<file path="src/core/dbp_pkg.sv">
package dbp_pkg;
  // Register indices; the byte address is four times the index.
  localparam logic [10:0] IDX_BRK_LVL = 11'h000;
  localparam logic [10:0] IDX_INJ_CUR = 11'h701;
  localparam logic [10:0] IDX_START_T = 11'h702;
  localparam logic [10:0] IDX_STOP_T = 11'h703;
  localparam logic [10:0] IDX_STOP_F = 11'h704;
  localparam logic [10:0] IDX_GAIN = 11'h705;
  localparam logic [10:0] IDX_MODE = 11'h706;
  localparam logic [10:0] IDX_ALLOW_T = 11'h707;
  localparam logic [10:0] IDX_BLOCK_T = 11'h708;
  localparam logic [10:0] IDX_STOP_SEL = 11'h710;
  localparam logic [10:0] IDX_STARTUP_F = 11'h711;
  localparam logic [10:0] IDX_MIN_F = 11'h712;
  localparam logic [10:0] IDX_RATED = 11'h713;
  localparam logic [10:0] IDX_CTRL = 11'h714;
  localparam logic [10:0] IDX_STATUS = 11'h715;
  localparam logic [10:0] IDX_IRQ_STAT = 11'h716;
  localparam logic [10:0] IDX_IRQ_CLR = 11'h717;
  localparam logic [10:0] IDX_IRQ_EN = 11'h718;
  // Reset values; voltages in 0.1 V, times in 0.1 s, gain in percent.
  localparam logic [15:0] RST_BRK_LV = 16'h0E74;
  localparam logic [15:0] RST_BRK_HV = 16'h1CE8;
  localparam logic [15:0] RST_GAIN = 16'h0064;
  localparam logic [15:0] RST_ALLOW_T = 16'h0014;
  localparam logic [15:0] RST_BLOCK_T = 16'h0005;
  localparam logic [15:0] RST_ZERO = 16'h0000;
  localparam logic [15:0] PCT_FULL = 16'h0064;
  // Interrupt bit positions.
  localparam int IRQ_CHOP = 0;
  localparam int IRQ_LOSS = 1;
  localparam int IRQ_TRACK = 2;
  localparam int IRQ_TRIP = 3;
  // Timebase.
  localparam longint CLK_PERIOD_NS = 40;
  localparam longint TICK_NS = 100000000;
  localparam int TICK_CYCLES = int'(TICK_NS / CLK_PERIOD_NS);
  typedef enum logic [3:0] {
    ST_IDLE = 4'h0, ST_START_BRK = 4'h1, ST_RUN = 4'h2,
    ST_DECEL = 4'h3, ST_STOP_BRK = 4'h4, ST_OUTAGE = 4'h5,
    ST_BLOCK = 4'h6, ST_TRACK = 4'h7, ST_HALT = 4'h8
  } dbp_state_t;
  // Drive outputs toward the power stage.
  typedef struct packed {
    logic chop;
    logic out_en;
    logic inj_en;
    logic trk;
    logic [15:0] inj_amp;
    logic [15:0] trk_f;
    logic [15:0] trk_volt;
  } dbp_drive_t;
endpackage

</file>
<file path="src/core/dbp_core.sv">
`timescale 1ns/1ns
// Notes on behaviour
// - Brake chopper on while bus voltage is at or above programmed level.
// - Injection current is the percent level of motor rated current.
// - Run command injects DC for start time first; zero skips.
// - Stop braking only when stop method is ramp, for stop time.
// - Stop braking time zero disables braking at stop.
// - Ramp stop brakes once output frequency reaches stop brake frequency.
// - Stop frequency below start-up frequency brakes at minimum frequency.
// - Tracking voltage rises per tick by the gain percentage.
// - Loss mode 0 stops, 1 tracks last speed, 2 tracks minimum.
// - Tracking accelerates to command only after synchronisation is reported.
// - With encoder feedback and nonzero mode, track from encoder speed.
// - Outage longer than allowed time keeps output off after return.
// - Restart mode applies only to undervoltage; overload ignores it.
// - After a loss, output blocks for base block time before resuming.
module dbp_core #(
  parameter int TICK_CYCLES = dbp_pkg::TICK_CYCLES,
  parameter bit HIGH_VOLT = 1'b0
) (
  // Clock and reset.
  input wire logic clk,
  input wire logic rst,
  // Avalon-MM slave.
  input wire logic [12:0] avs_address,
  input wire logic avs_read,
  input wire logic avs_write,
  input wire logic [31:0] avs_writedata,
  output logic [31:0] avs_readdata,
  output logic avs_waitrequest,
  // Pins from the drive.
  input wire logic run_cmd,
  input wire logic undervoltage_indication,
  input wire logic overload_error,
  // Measurements from same-clock logic.
  input wire logic [15:0] dc_bus_volt,
  input wire logic [15:0] out_freq,
  input wire logic [15:0] enc_speed,
  input wire logic track_synced,
  // Power stage outputs.
  output dbp_pkg::dbp_drive_t drive,
  output logic irq
);
  typedef struct packed {
    logic [15:0] brk_lvl;
    logic [15:0] inj_cur;
    logic [15:0] start_t;
    logic [15:0] stop_t;
    logic [15:0] stop_f;
    logic [15:0] gain;
    logic [15:0] mode;
    logic [15:0] allow_t;
    logic [15:0] block_t;
    logic [15:0] stop_sel;
    logic [15:0] startup_f;
    logic [15:0] min_f;
    logic [15:0] rated;
    logic enc_en;
    logic [3:0] ist;
    logic [3:0] ien;
    logic [1:0] run_s;
    logic [1:0] uv_s;
    logic [1:0] ol_s;
    dbp_pkg::dbp_state_t st;
    logic [21:0] div;
    logic tick;
    logic [15:0] cnt;
    logic [15:0] last_f;
    logic irq;
    logic wait_r;
    logic [31:0] rdata;
    dbp_pkg::dbp_drive_t drv;
  } dbp_regs_t;

  dbp_regs_t r_reg;
  dbp_regs_t r_next;
  logic [15:0] thr;
  logic [31:0] prod;

  function automatic logic hit(input logic [12:0] a, input logic [10:0] i);
    hit = (a[12:2] == i);
  endfunction

  // Braking frequency threshold falls back to minimum when set too low.
  assign thr = (r_reg.stop_f < r_reg.startup_f) ? r_reg.min_f
                                                 : r_reg.stop_f;
  // Percent is clamped so injection never exceeds the rated current.
  assign prod = r_reg.rated * ((r_reg.inj_cur > dbp_pkg::PCT_FULL) ?
                dbp_pkg::PCT_FULL : r_reg.inj_cur);

  // Next-state logic for registers, sequencer and bus.
  always_comb begin
    logic req;
    logic [3:0] ev;
    logic [16:0] vsum;
    req = 1'b0;
    ev = 4'h0;
    vsum = 17'h00000;
    r_next = r_reg;
    r_next.run_s = {r_reg.run_s[0], run_cmd};
    r_next.uv_s = {r_reg.uv_s[0], undervoltage_indication};
    r_next.ol_s = {r_reg.ol_s[0], overload_error};
    // Tick divider for the 0.1 s timebase.
    r_next.tick = 1'b0;
    if (r_reg.div >= 22'(TICK_CYCLES - 1)) begin
      r_next.div = 22'h000000;
      r_next.tick = 1'b1;
    end else begin
      r_next.div = r_reg.div + 22'h000001;
    end
    // Sequencer.
    unique case (r_reg.st)
      dbp_pkg::ST_IDLE: begin
        if (r_reg.run_s[1]) begin
          if (r_reg.start_t != dbp_pkg::RST_ZERO) begin
            r_next.st = dbp_pkg::ST_START_BRK;
          end else begin
            r_next.st = dbp_pkg::ST_RUN;
          end
        end
      end
      dbp_pkg::ST_START_BRK: begin
        if (r_reg.cnt >= r_reg.start_t) begin
          r_next.st = dbp_pkg::ST_RUN;
        end
      end
      dbp_pkg::ST_RUN, dbp_pkg::ST_DECEL, dbp_pkg::ST_TRACK: begin
        if (r_reg.st == dbp_pkg::ST_RUN) begin
          r_next.last_f = out_freq;
        end
        if (r_reg.ol_s[1]) begin
          r_next.st = dbp_pkg::ST_HALT;
          ev[dbp_pkg::IRQ_TRIP] = 1'b1;
        end else if (r_reg.uv_s[1]) begin
          r_next.st = dbp_pkg::ST_OUTAGE;
          ev[dbp_pkg::IRQ_LOSS] = 1'b1;
        end else if (r_reg.st == dbp_pkg::ST_TRACK) begin
          if (track_synced) begin
            r_next.st = dbp_pkg::ST_RUN;
          end
        end else if (r_reg.run_s[1]) begin
          r_next.st = dbp_pkg::ST_RUN;
        end else if (r_reg.st == dbp_pkg::ST_RUN) begin
          r_next.st = dbp_pkg::ST_DECEL;
        end else if (out_freq <= thr) begin
          if (r_reg.stop_sel == dbp_pkg::RST_ZERO &&
              r_reg.stop_t != dbp_pkg::RST_ZERO) begin
            r_next.st = dbp_pkg::ST_STOP_BRK;
          end else begin
            r_next.st = dbp_pkg::ST_IDLE;
          end
        end
      end
      dbp_pkg::ST_STOP_BRK: begin
        if (r_reg.cnt >= r_reg.stop_t) begin
          r_next.st = dbp_pkg::ST_IDLE;
        end
      end
      dbp_pkg::ST_OUTAGE: begin
        if (r_reg.ol_s[1]) begin
          r_next.st = dbp_pkg::ST_HALT;
          ev[dbp_pkg::IRQ_TRIP] = 1'b1;
        end else if (!r_reg.uv_s[1]) begin
          if (r_reg.cnt > r_reg.allow_t ||
              r_reg.mode == dbp_pkg::RST_ZERO) begin
            r_next.st = dbp_pkg::ST_HALT;
            ev[dbp_pkg::IRQ_TRIP] = 1'b1;
          end else begin
            r_next.st = dbp_pkg::ST_BLOCK;
          end
        end
      end
      dbp_pkg::ST_BLOCK: begin
        if (r_reg.uv_s[1]) begin
          r_next.st = dbp_pkg::ST_OUTAGE;
        end else if (r_reg.cnt >= r_reg.block_t) begin
          r_next.st = dbp_pkg::ST_TRACK;
          ev[dbp_pkg::IRQ_TRACK] = 1'b1;
          r_next.drv.trk_volt = dbp_pkg::RST_ZERO;
          if (r_reg.enc_en) begin
            r_next.drv.trk_f = enc_speed;
          end else if (r_reg.mode == 16'h0001) begin
            r_next.drv.trk_f = r_reg.last_f;
          end else begin
            r_next.drv.trk_f = r_reg.min_f;
          end
        end
      end
      dbp_pkg::ST_HALT: begin
        // After a trip, output stays off until run is withdrawn.
        if (!r_reg.run_s[1]) begin
          r_next.st = dbp_pkg::ST_IDLE;
        end
      end
      default: r_next.st = dbp_pkg::ST_IDLE;
    endcase
    // Duration counter restarts on every state change.
    if (r_next.st != r_reg.st) begin
      r_next.cnt = dbp_pkg::RST_ZERO;
    end else if (r_reg.tick && r_reg.cnt != 16'hFFFF) begin
      r_next.cnt = r_reg.cnt + 16'h0001;
    end
    // Tracking voltage rises by the gain each tick, saturating.
    if (r_reg.st == dbp_pkg::ST_TRACK && r_reg.tick) begin
      vsum = {1'b0, r_reg.drv.trk_volt} + {1'b0, r_reg.gain};
      r_next.drv.trk_volt = vsum[16] ? 16'hFFFF : vsum[15:0];
    end
    // Outputs; frequency output and injection are exclusive by state.
    r_next.drv.chop = (dc_bus_volt >= r_reg.brk_lvl);
    if (r_next.drv.chop && !r_reg.drv.chop) begin
      ev[dbp_pkg::IRQ_CHOP] = 1'b1;
    end
    r_next.drv.inj_en = (r_next.st == dbp_pkg::ST_START_BRK ||
                         r_next.st == dbp_pkg::ST_STOP_BRK);
    r_next.drv.out_en = (r_next.st == dbp_pkg::ST_RUN ||
                         r_next.st == dbp_pkg::ST_DECEL ||
                         r_next.st == dbp_pkg::ST_TRACK);
    r_next.drv.trk = (r_next.st == dbp_pkg::ST_TRACK);
    r_next.drv.inj_amp = 16'(prod / 32'd100);
    // Bus: one wait cycle, then the access completes.
    req = (avs_read || avs_write) && r_reg.wait_r;
    r_next.wait_r = !req;
    if (req) begin
      r_next.rdata = 32'h00000000;
      if (hit(avs_address, dbp_pkg::IDX_BRK_LVL))
        r_next.rdata[15:0] = r_reg.brk_lvl;
      if (hit(avs_address, dbp_pkg::IDX_INJ_CUR))
        r_next.rdata[15:0] = r_reg.inj_cur;
      if (hit(avs_address, dbp_pkg::IDX_START_T))
        r_next.rdata[15:0] = r_reg.start_t;
      if (hit(avs_address, dbp_pkg::IDX_STOP_T))
        r_next.rdata[15:0] = r_reg.stop_t;
      if (hit(avs_address, dbp_pkg::IDX_STOP_F))
        r_next.rdata[15:0] = r_reg.stop_f;
      if (hit(avs_address, dbp_pkg::IDX_GAIN))
        r_next.rdata[15:0] = r_reg.gain;
      if (hit(avs_address, dbp_pkg::IDX_MODE))
        r_next.rdata[15:0] = r_reg.mode;
      if (hit(avs_address, dbp_pkg::IDX_ALLOW_T))
        r_next.rdata[15:0] = r_reg.allow_t;
      if (hit(avs_address, dbp_pkg::IDX_BLOCK_T))
        r_next.rdata[15:0] = r_reg.block_t;
      if (hit(avs_address, dbp_pkg::IDX_STOP_SEL))
        r_next.rdata[15:0] = r_reg.stop_sel;
      if (hit(avs_address, dbp_pkg::IDX_STARTUP_F))
        r_next.rdata[15:0] = r_reg.startup_f;
      if (hit(avs_address, dbp_pkg::IDX_MIN_F))
        r_next.rdata[15:0] = r_reg.min_f;
      if (hit(avs_address, dbp_pkg::IDX_RATED))
        r_next.rdata[15:0] = r_reg.rated;
      if (hit(avs_address, dbp_pkg::IDX_CTRL))
        r_next.rdata[0] = r_reg.enc_en;
      if (hit(avs_address, dbp_pkg::IDX_STATUS))
        r_next.rdata[7:0] = {r_reg.drv.chop, r_reg.drv.out_en,
                             r_reg.drv.inj_en, r_reg.drv.trk, r_reg.st};
      if (hit(avs_address, dbp_pkg::IDX_IRQ_STAT))
        r_next.rdata[3:0] = r_reg.ist;
      if (hit(avs_address, dbp_pkg::IDX_IRQ_EN))
        r_next.rdata[3:0] = r_reg.ien;
    end
    // Writes land on the cycle that waitrequest is low.
    if (avs_write && !r_reg.wait_r) begin
      if (hit(avs_address, dbp_pkg::IDX_BRK_LVL))
        r_next.brk_lvl = avs_writedata[15:0];
      if (hit(avs_address, dbp_pkg::IDX_INJ_CUR))
        r_next.inj_cur = avs_writedata[15:0];
      if (hit(avs_address, dbp_pkg::IDX_START_T))
        r_next.start_t = avs_writedata[15:0];
      if (hit(avs_address, dbp_pkg::IDX_STOP_T))
        r_next.stop_t = avs_writedata[15:0];
      if (hit(avs_address, dbp_pkg::IDX_STOP_F))
        r_next.stop_f = avs_writedata[15:0];
      if (hit(avs_address, dbp_pkg::IDX_GAIN))
        r_next.gain = avs_writedata[15:0];
      if (hit(avs_address, dbp_pkg::IDX_MODE))
        r_next.mode = avs_writedata[15:0];
      if (hit(avs_address, dbp_pkg::IDX_ALLOW_T))
        r_next.allow_t = avs_writedata[15:0];
      if (hit(avs_address, dbp_pkg::IDX_BLOCK_T))
        r_next.block_t = avs_writedata[15:0];
      if (hit(avs_address, dbp_pkg::IDX_STOP_SEL))
        r_next.stop_sel = avs_writedata[15:0];
      if (hit(avs_address, dbp_pkg::IDX_STARTUP_F))
        r_next.startup_f = avs_writedata[15:0];
      if (hit(avs_address, dbp_pkg::IDX_MIN_F))
        r_next.min_f = avs_writedata[15:0];
      if (hit(avs_address, dbp_pkg::IDX_RATED))
        r_next.rated = avs_writedata[15:0];
      if (hit(avs_address, dbp_pkg::IDX_CTRL))
        r_next.enc_en = avs_writedata[0];
      if (hit(avs_address, dbp_pkg::IDX_IRQ_CLR))
        r_next.ist = r_reg.ist & ~avs_writedata[3:0];
      if (hit(avs_address, dbp_pkg::IDX_IRQ_EN))
        r_next.ien = avs_writedata[3:0];
    end
    // A new event beats a clear in the same cycle.
    r_next.ist = r_next.ist | ev;
    r_next.irq = |(r_next.ist & r_next.ien);
  end

  // Single state register; synchronous reset.
  always_ff @(posedge clk) begin
    if (rst) begin
      r_reg <= '0;
      r_reg.brk_lvl <= HIGH_VOLT ? dbp_pkg::RST_BRK_HV : dbp_pkg::RST_BRK_LV;
      r_reg.gain <= dbp_pkg::RST_GAIN;
      r_reg.allow_t <= dbp_pkg::RST_ALLOW_T;
      r_reg.block_t <= dbp_pkg::RST_BLOCK_T;
      r_reg.wait_r <= 1'b1;
      r_reg.st <= dbp_pkg::ST_IDLE;
    end else begin
      r_reg <= r_next;
    end
  end

  assign avs_readdata = r_reg.rdata;
  assign avs_waitrequest = r_reg.wait_r;
  assign drive = r_reg.drv;
  assign irq = r_reg.irq;
endmodule // dbp_core

</file>
<file path="config.mk">
export PLATFORM = sky130hd
export DESIGN_NAME = dbp_core
export DESIGN_NICKNAME = d
export VERILOG_FILES = /design/src/core/dbp_pkg.sv /design/src/core/dbp_core.sv
export SDC_FILE = /design/constraint.sdc
export NUM_CORES = 1
export LEC_CHECK = 0
export ABC_AREA = 1
export BUFFER_PORTS_ARGS = -buffer_cell sky130_fd_sc_hd__buf_2
export CAP_MARGIN = 0
export CELL_PAD_IN_SITES_DETAIL_PLACEMENT = 1
export CELL_PAD_IN_SITES_GLOBAL_PLACEMENT = 1
export CORE_MARGIN = 4
export CORE_UTILIZATION = 40
export CTS_CLUSTER_DIAMETER = 30
export DETAILED_ROUTE_END_ITERATION = 8
export PLACE_DENSITY = 0.84
export SYNTH_ARGS = -nofsm -noshare
export SYNTH_HDL_FRONTEND = slang
export SYNTH_SLANG_ARGS = --single-unit
</file>
<file path="constraint.sdc">
create_clock -name clk -period 16.4 [get_ports clk]
set_clock_uncertainty 0.05 [all_clocks]
set_input_delay 3.28 -clock clk [delete_from_list [all_inputs] [get_ports clk]]
set_output_delay 3.28 -clock clk [all_outputs]
set_load 0.005 [all_outputs]
</file>
**After elaboration in Yosys (flattened, before gate mapping)**

Cells that the tools add are included.

- $mul: 1
- Divide/modulo/power cells: 1
- Bitwise gates (word level): 5
- Multiplexer cells: 61
- $lt $le $gt $ge: 9
- Add/sub/neg operators: 3
- Eq/ne operators: 34
- Reduce and logical (&&, ||, !) cells: 43

Operators by type and width:

| kind | number |
|---|---|
| two-way mux 16 bit | 22 |
| == test 11 bit (second input constant) | 17 |
| two-way mux 4 bit | 20 |
| greater-or-equal comparator 16 bit | 4 |
| divider 32 x 7 -> 32 bit (second input constant) | 1 |
| zero test 16 bit | 2 |
| multiplier 16 x 16 -> 32 bit | 1 |
| nonzero test 16 bit | 2 |
| AND reduction 2 bit | 15 |
| one-hot mux 4 bit (7 select lines) | 1 |
| == test 4 x 3 -> 1 bit (second input constant) | 6 |
| adder 22 x 1 -> 22 bit (second input constant) | 1 |
| greater-or-equal comparator 22 bit (second input constant) | 1 |
| adder 16 x 16 -> 17 bit | 1 |
| adder 16 x 1 -> 16 bit (second input constant) | 1 |
| == test 16 x 1 -> 1 bit (second input constant) | 1 |
| == test 4 x 2 -> 1 bit (second input constant) | 4 |
| greater-than comparator 16 bit | 1 |
| greater-than comparator 16 x 7 -> 1 bit (second input constant) | 1 |
| less-or-equal comparator 16 bit | 1 |
| less-than comparator 16 bit | 1 |
| two-way mux 8 bit | 2 |
| != test 16 bit (second input constant) | 1 |
| two-way mux 1 bit | 13 |
| other kinds (21) | 37 |

- Bits in registers: 352
- Word-level logic and storage cells: 191

**Depth between registers and ports, before layout**

- Word-level depth: 18
- Gate-level depth with buffers: 164
- Depth with buffers taken out: 164

**Worst setup path before layout**

OpenSTA, ideal clock, no wires.

- Path kind: reg-to-reg
- Start point: register r_reg[337] (netlist bit)
- End point: register r_reg, in the netlist drive[32]
- Setup slack: 1,753 ps
- Data required time: 16,237 ps
- Data arrival time: 14,484 ps
- Library setup time: 113 ps
- Clock period less this slack: 14,647 ps
- Stages on the path, launching flop included: 126
- Cells stage by stage: dfxtp_1 > inv_1 > a21oi_1 > o311ai_0 > nand2_1 > nor2_1 > clkbuf_1 > nand2_1 > fa_1 > inv_1 > fa_1 > inv_1 > fa_1 > inv_1 > fa_1 > fa_1 > inv_1 > fa_1 > [90 not listed] > nand2_2 > nand4_1 > nand2_2 > nand2_2 > nand2_1 > nand2_2 > nor2_1 > nand2_2 > nand2_2 > nand2_1 > nand2_1 > nand2_1 > nor2_1 > nand2_1 > nand2_1 > nand3_1 > nand3_1 > nor2_1

- Word-level cells in the longest chain between the ends: 4

RTL lines:

| what | line | source |
|---|---|---|
| from (decl) | dbp_core.sv:75 | `dbp_regs_t r_reg;` |
| from (signal assigned) | dbp_core.sv:312 | `r_reg <= r_next;` |
| greater-than comparator 16 x 7 -> 1 bit | dbp_core.sv:88 | `assign prod = r_reg.rated * ((r_reg.inj_cur > dbp_pkg::PCT_FULL) ?` |
| two-way mux 16 bit (*) | dbp_core.sv:88 |  |
| multiplier 16 x 16 -> 32 bit (*) | dbp_core.sv:88 |  |
| divider 32 x 7 -> 32 bit (*) | dbp_core.sv:219 | `r_next.drv.inj_amp = 16'(prod / 32'd100);` |

Every way passes the cells marked *; elsewhere a longest branch is shown, timed or not.
A chain may end at the register's enable or synchronous reset.

**Final worst setup path**

- Start point: register r_reg[336] (netlist bit)
- End point: register r_reg, in the netlist drive[32]

The elaborated chain is that of the path after synthesis.

==> key figures <==
Logic synthesis
  • Ys Warns: 0
  • Post-synthesis cell count: 4263
  • Synth top area cells: dfxtp_1 (23%), fa_1 (13%), ha_1 (9.5%), nand2_1 (9.1%), inv_1 (9.0%)
  • Post-synth ARST share: 0
  • Most numerous cell in the Yosys netlist: nand2_1
  • Top post-synthesis cells by count: nand2_1 (745), inv_1 (735), a21oi_1 (373)
  • Area fraction of the dominant cell type after synthesis: 0.230
  • Syn Area/Cell: 7.19 um^2
  • Sequential share of the synthesized area: 0.230
  • Most common flop cell mapped by yosys: dfxtp_1
  • Mapped cell area: 30600 um^2
  • Yosys cell types: 68
  • Yosys top cell by area: dfxtp_1
  • Register bit count reported by yosys: 352
  • Post-synth EDFFs: 0

Global route
  • First-pass GRT wire length: 171000 um
  • Initial antenna violation count: 10
  • GR Overflow Total: 0
  • Vias in the first global route: 32.0k
  • Largest net degree at the start of global routing: 130
  • Gr usage total: 0.262

Worst setup path
  • WP buf/inv: 19
  • Critical path endpoint category: flop
  • R2r endpoint: drive[32]
  • Worst EP required: 16.82 ns
  • Largest stage delay, worst path: 0.67 ns
  • CP Data Arrival Time: 17.26 ns
  • FF-to-FF Start: r_reg[336]
  • Kind of launch point of the worst setup path: flop
  • Flop2flop setup slack: -0.44 ns
  • Worst Path Class, Setup: flop to flop
  • Family with the most delay on the worst path: simple AND/OR/NAND/NOR gates
  • Worst path most repeated cell: nand2_4
  • CP Max Fanout: 8
  • Reg2reg path depth: 128
  • Worst path slowest cell: fa_1

Die
  • Die Wd: 285 um
  • Initial Utilization: 0.403
  • Die ar.: 81100 um^2
  • Row count: 101
  • Io pins: 187
  • Die H: 285 um
  • Core Region: 75900 um^2

Min path
  • Worst Hold Class: flop to flop
  • Min-delay src: r_next[148]
  • Min-Delay Path Depth: 2
  • Hold endpoint: r_reg[148]

Placement
  • RePlAce Congestion: 0.922
  • Placed instance area: 33100 um^2
  • Port buffer count: 152
  • DPL Wire Length: 80900 um
  • Dpl cells: 5516

Layout
  • Design Area, Final: 37700 um^2
  • FF/Latch Area: 7050 um^2
  • Multi-input gate area: 21200 um^2
  • Fill count: 9502
  • Share of layout cells above drive strength 1: 0.188
  • Max reg flops: 279
  • Syn-to-layout area delta: 23.1%
  • Layout Nets: 5149
  • Finished Layout Cells: 5726

Clock network
  • Worst-path clk slew: 0.06 ns
  • CTS tree: built
  • Clock tree buffer depth: 3
  • Worst skew pair latency: 0.65 ns
  • Hold-fix buffers, CTS: 0
  • Root buf cell: clkbuf_16
  • CTS Buf Count: 82
  • Htree depth: 3
  • CTS Sinks: 352

Timing
  • Final Hold Viols: 0
  • Peak Freq: 59.4 MHz
  • Crit path time final: 16.84 ns
  • Final worst slack: -0.442 ns
  • Final setup vio count: 2
  • Tcrit/Tclk final: 1.03
  • Worst-Margin Slew: 1.27 ns
  • Slew headroom: 0.149
  • Slew Limit Fails: 0
  • RSZ-0062 raised after global routing: yes

Drt
  • Vias: 32.2k
  • Routed len/inst: 22.1 um
  • Via density: 5.62
  • Final WL: 126000 um
  • Final ANT Viol Nets: 0
  • 1st-pass router iterations: 6
  • Remaining DRCs: 0
  • Starting DRT DRC Count: 2587

Run status
  • Outcome: complete, but fails checks
  • Failing checks: setup timing

Flow run
  • Max-Cap Viols: 0
==> worst min-delay path: stages, from the launching register on <==
cell and delay, ns:
dfxtp_1 0.29, inv_1 0.04, nor2_1 0.03
==> final cells by class <==
| cell class | count | share of cell area |
|---|---|---|
| Antenna cell | 7 | 0.000464 |
| Clock buffer | 95 | 0.0589 |
| Clock inverter | 58 | 0.0206 |
| Inverter | 788 | 0.0796 |
| Multi-Input combinational cell | 3067 | 0.563 |
| Sequential cell | 352 | 0.187 |
| Tap cell | 1030 | 0.0342 |
| Timing Repair Buffer | 329 | 0.0567 |
==> cells by family (layout without fill, tap and decap cells) <==
kind of cell	count (synthesis)	after routing	share of synthesized area
adders and majority gates	428	428	0.223
and+or+nand+nor	1501	1503	0.227
DFF	352	352	0.230
other	2	167	0.000245
xor gates and xnor gates	59	59	0.0175
AOI/OAI and AO/OA	917	917	0.168
buffers and inverters	1004	1270	0.134
==> metal layers <==
| layer | vias to the layer above | GRT usage | wire, um |
|---|---|---|---|
| met1 | 15757 | 0.311 | 46600 |
| li1 | 14305 | - | - |
| met5 | - | 0 | 34 |
| met3 | 588 | 0.0471 | 10300 |
| met4 | 6 | 0.118 | 8570 |
| met2 | 1525 | 0.463 | 60800 |
==> placed cells by master (no fill, tap or decap), drive strengths merged, types with 7 or more instances in the layout <==
| master | Yosys | final |
|---|---|---|
| nand3 | 183 | 183 |
| xnor2 | 18 | 18 |
| buf | 91 | 329 |
| xor2 | 41 | 41 |
| fa | 195 | 195 |
| nor2 | 300 | 300 |
| nor3 | 47 | 47 |
| ha | 233 | 233 |
| conb | 2 | 160 |
| dfxtp | 352 | 352 |
| clkinvlp | 0 | 9 |
| clkinv | 8 | 39 |
| bufinv | 0 | 12 |
| o22ai | 16 | 16 |
| o211ai | 17 | 17 |
| a21oi | 376 | 376 |
| a211oi | 30 | 30 |
| o221ai | 29 | 29 |
| o21a | 19 | 19 |
| nand2 | 855 | 857 |
| clkbuf | 124 | 95 |
| diode | 0 | 7 |
| nand4 | 72 | 72 |
| a221oi | 13 | 13 |
| nor3b | 12 | 12 |
| o2111ai | 18 | 18 |
| inv | 780 | 786 |
| o21ai | 360 | 360 |
| nor4 | 16 | 16 |
==> worst max path at each step <==
stage	start	to	slack, ns	cells past startpoint
6_report	r_reg[336]	drive[32]	-0.44	128
2_1_floorplan	r_reg[337]	drive[32]	1.75	125
3_5_place_dp	r_reg[350]	drive[32]	-0.24	119
4_1_cts	r_reg[350]	drive[32]	0.03	119
5_1_grt	r_reg[336]	drive[32]	-1.29	124
3_3_place_gp	r_reg[350]	drive[32]	0.20	123
==> what timing repair did <==
item                                    CTS  global route
resized for setup                        18           253
endpoints found under the setup margin    2             4
gates cloned                              0             2
setup buffers                             0            48
pin swaps                                 1           118
==> metrics by stage <==
stage               setup TNS (ns)  setup WS [ns]  hold WS, ns   util
finish                      -0.778         -0.442        0.353  0.497
global route                 -3.33          -1.29        0.374  0.497
CTS                              0         0.0270        0.356  0.477
detailed placement          -0.364         -0.242        0.350  0.436
global placement                 0          0.197        0.343  0.436
floorplan                        0           1.75        0.338      -
Power is not shown: default switching activity piles up to over one toggle a cycle in this logic, so the estimate is an artifact.
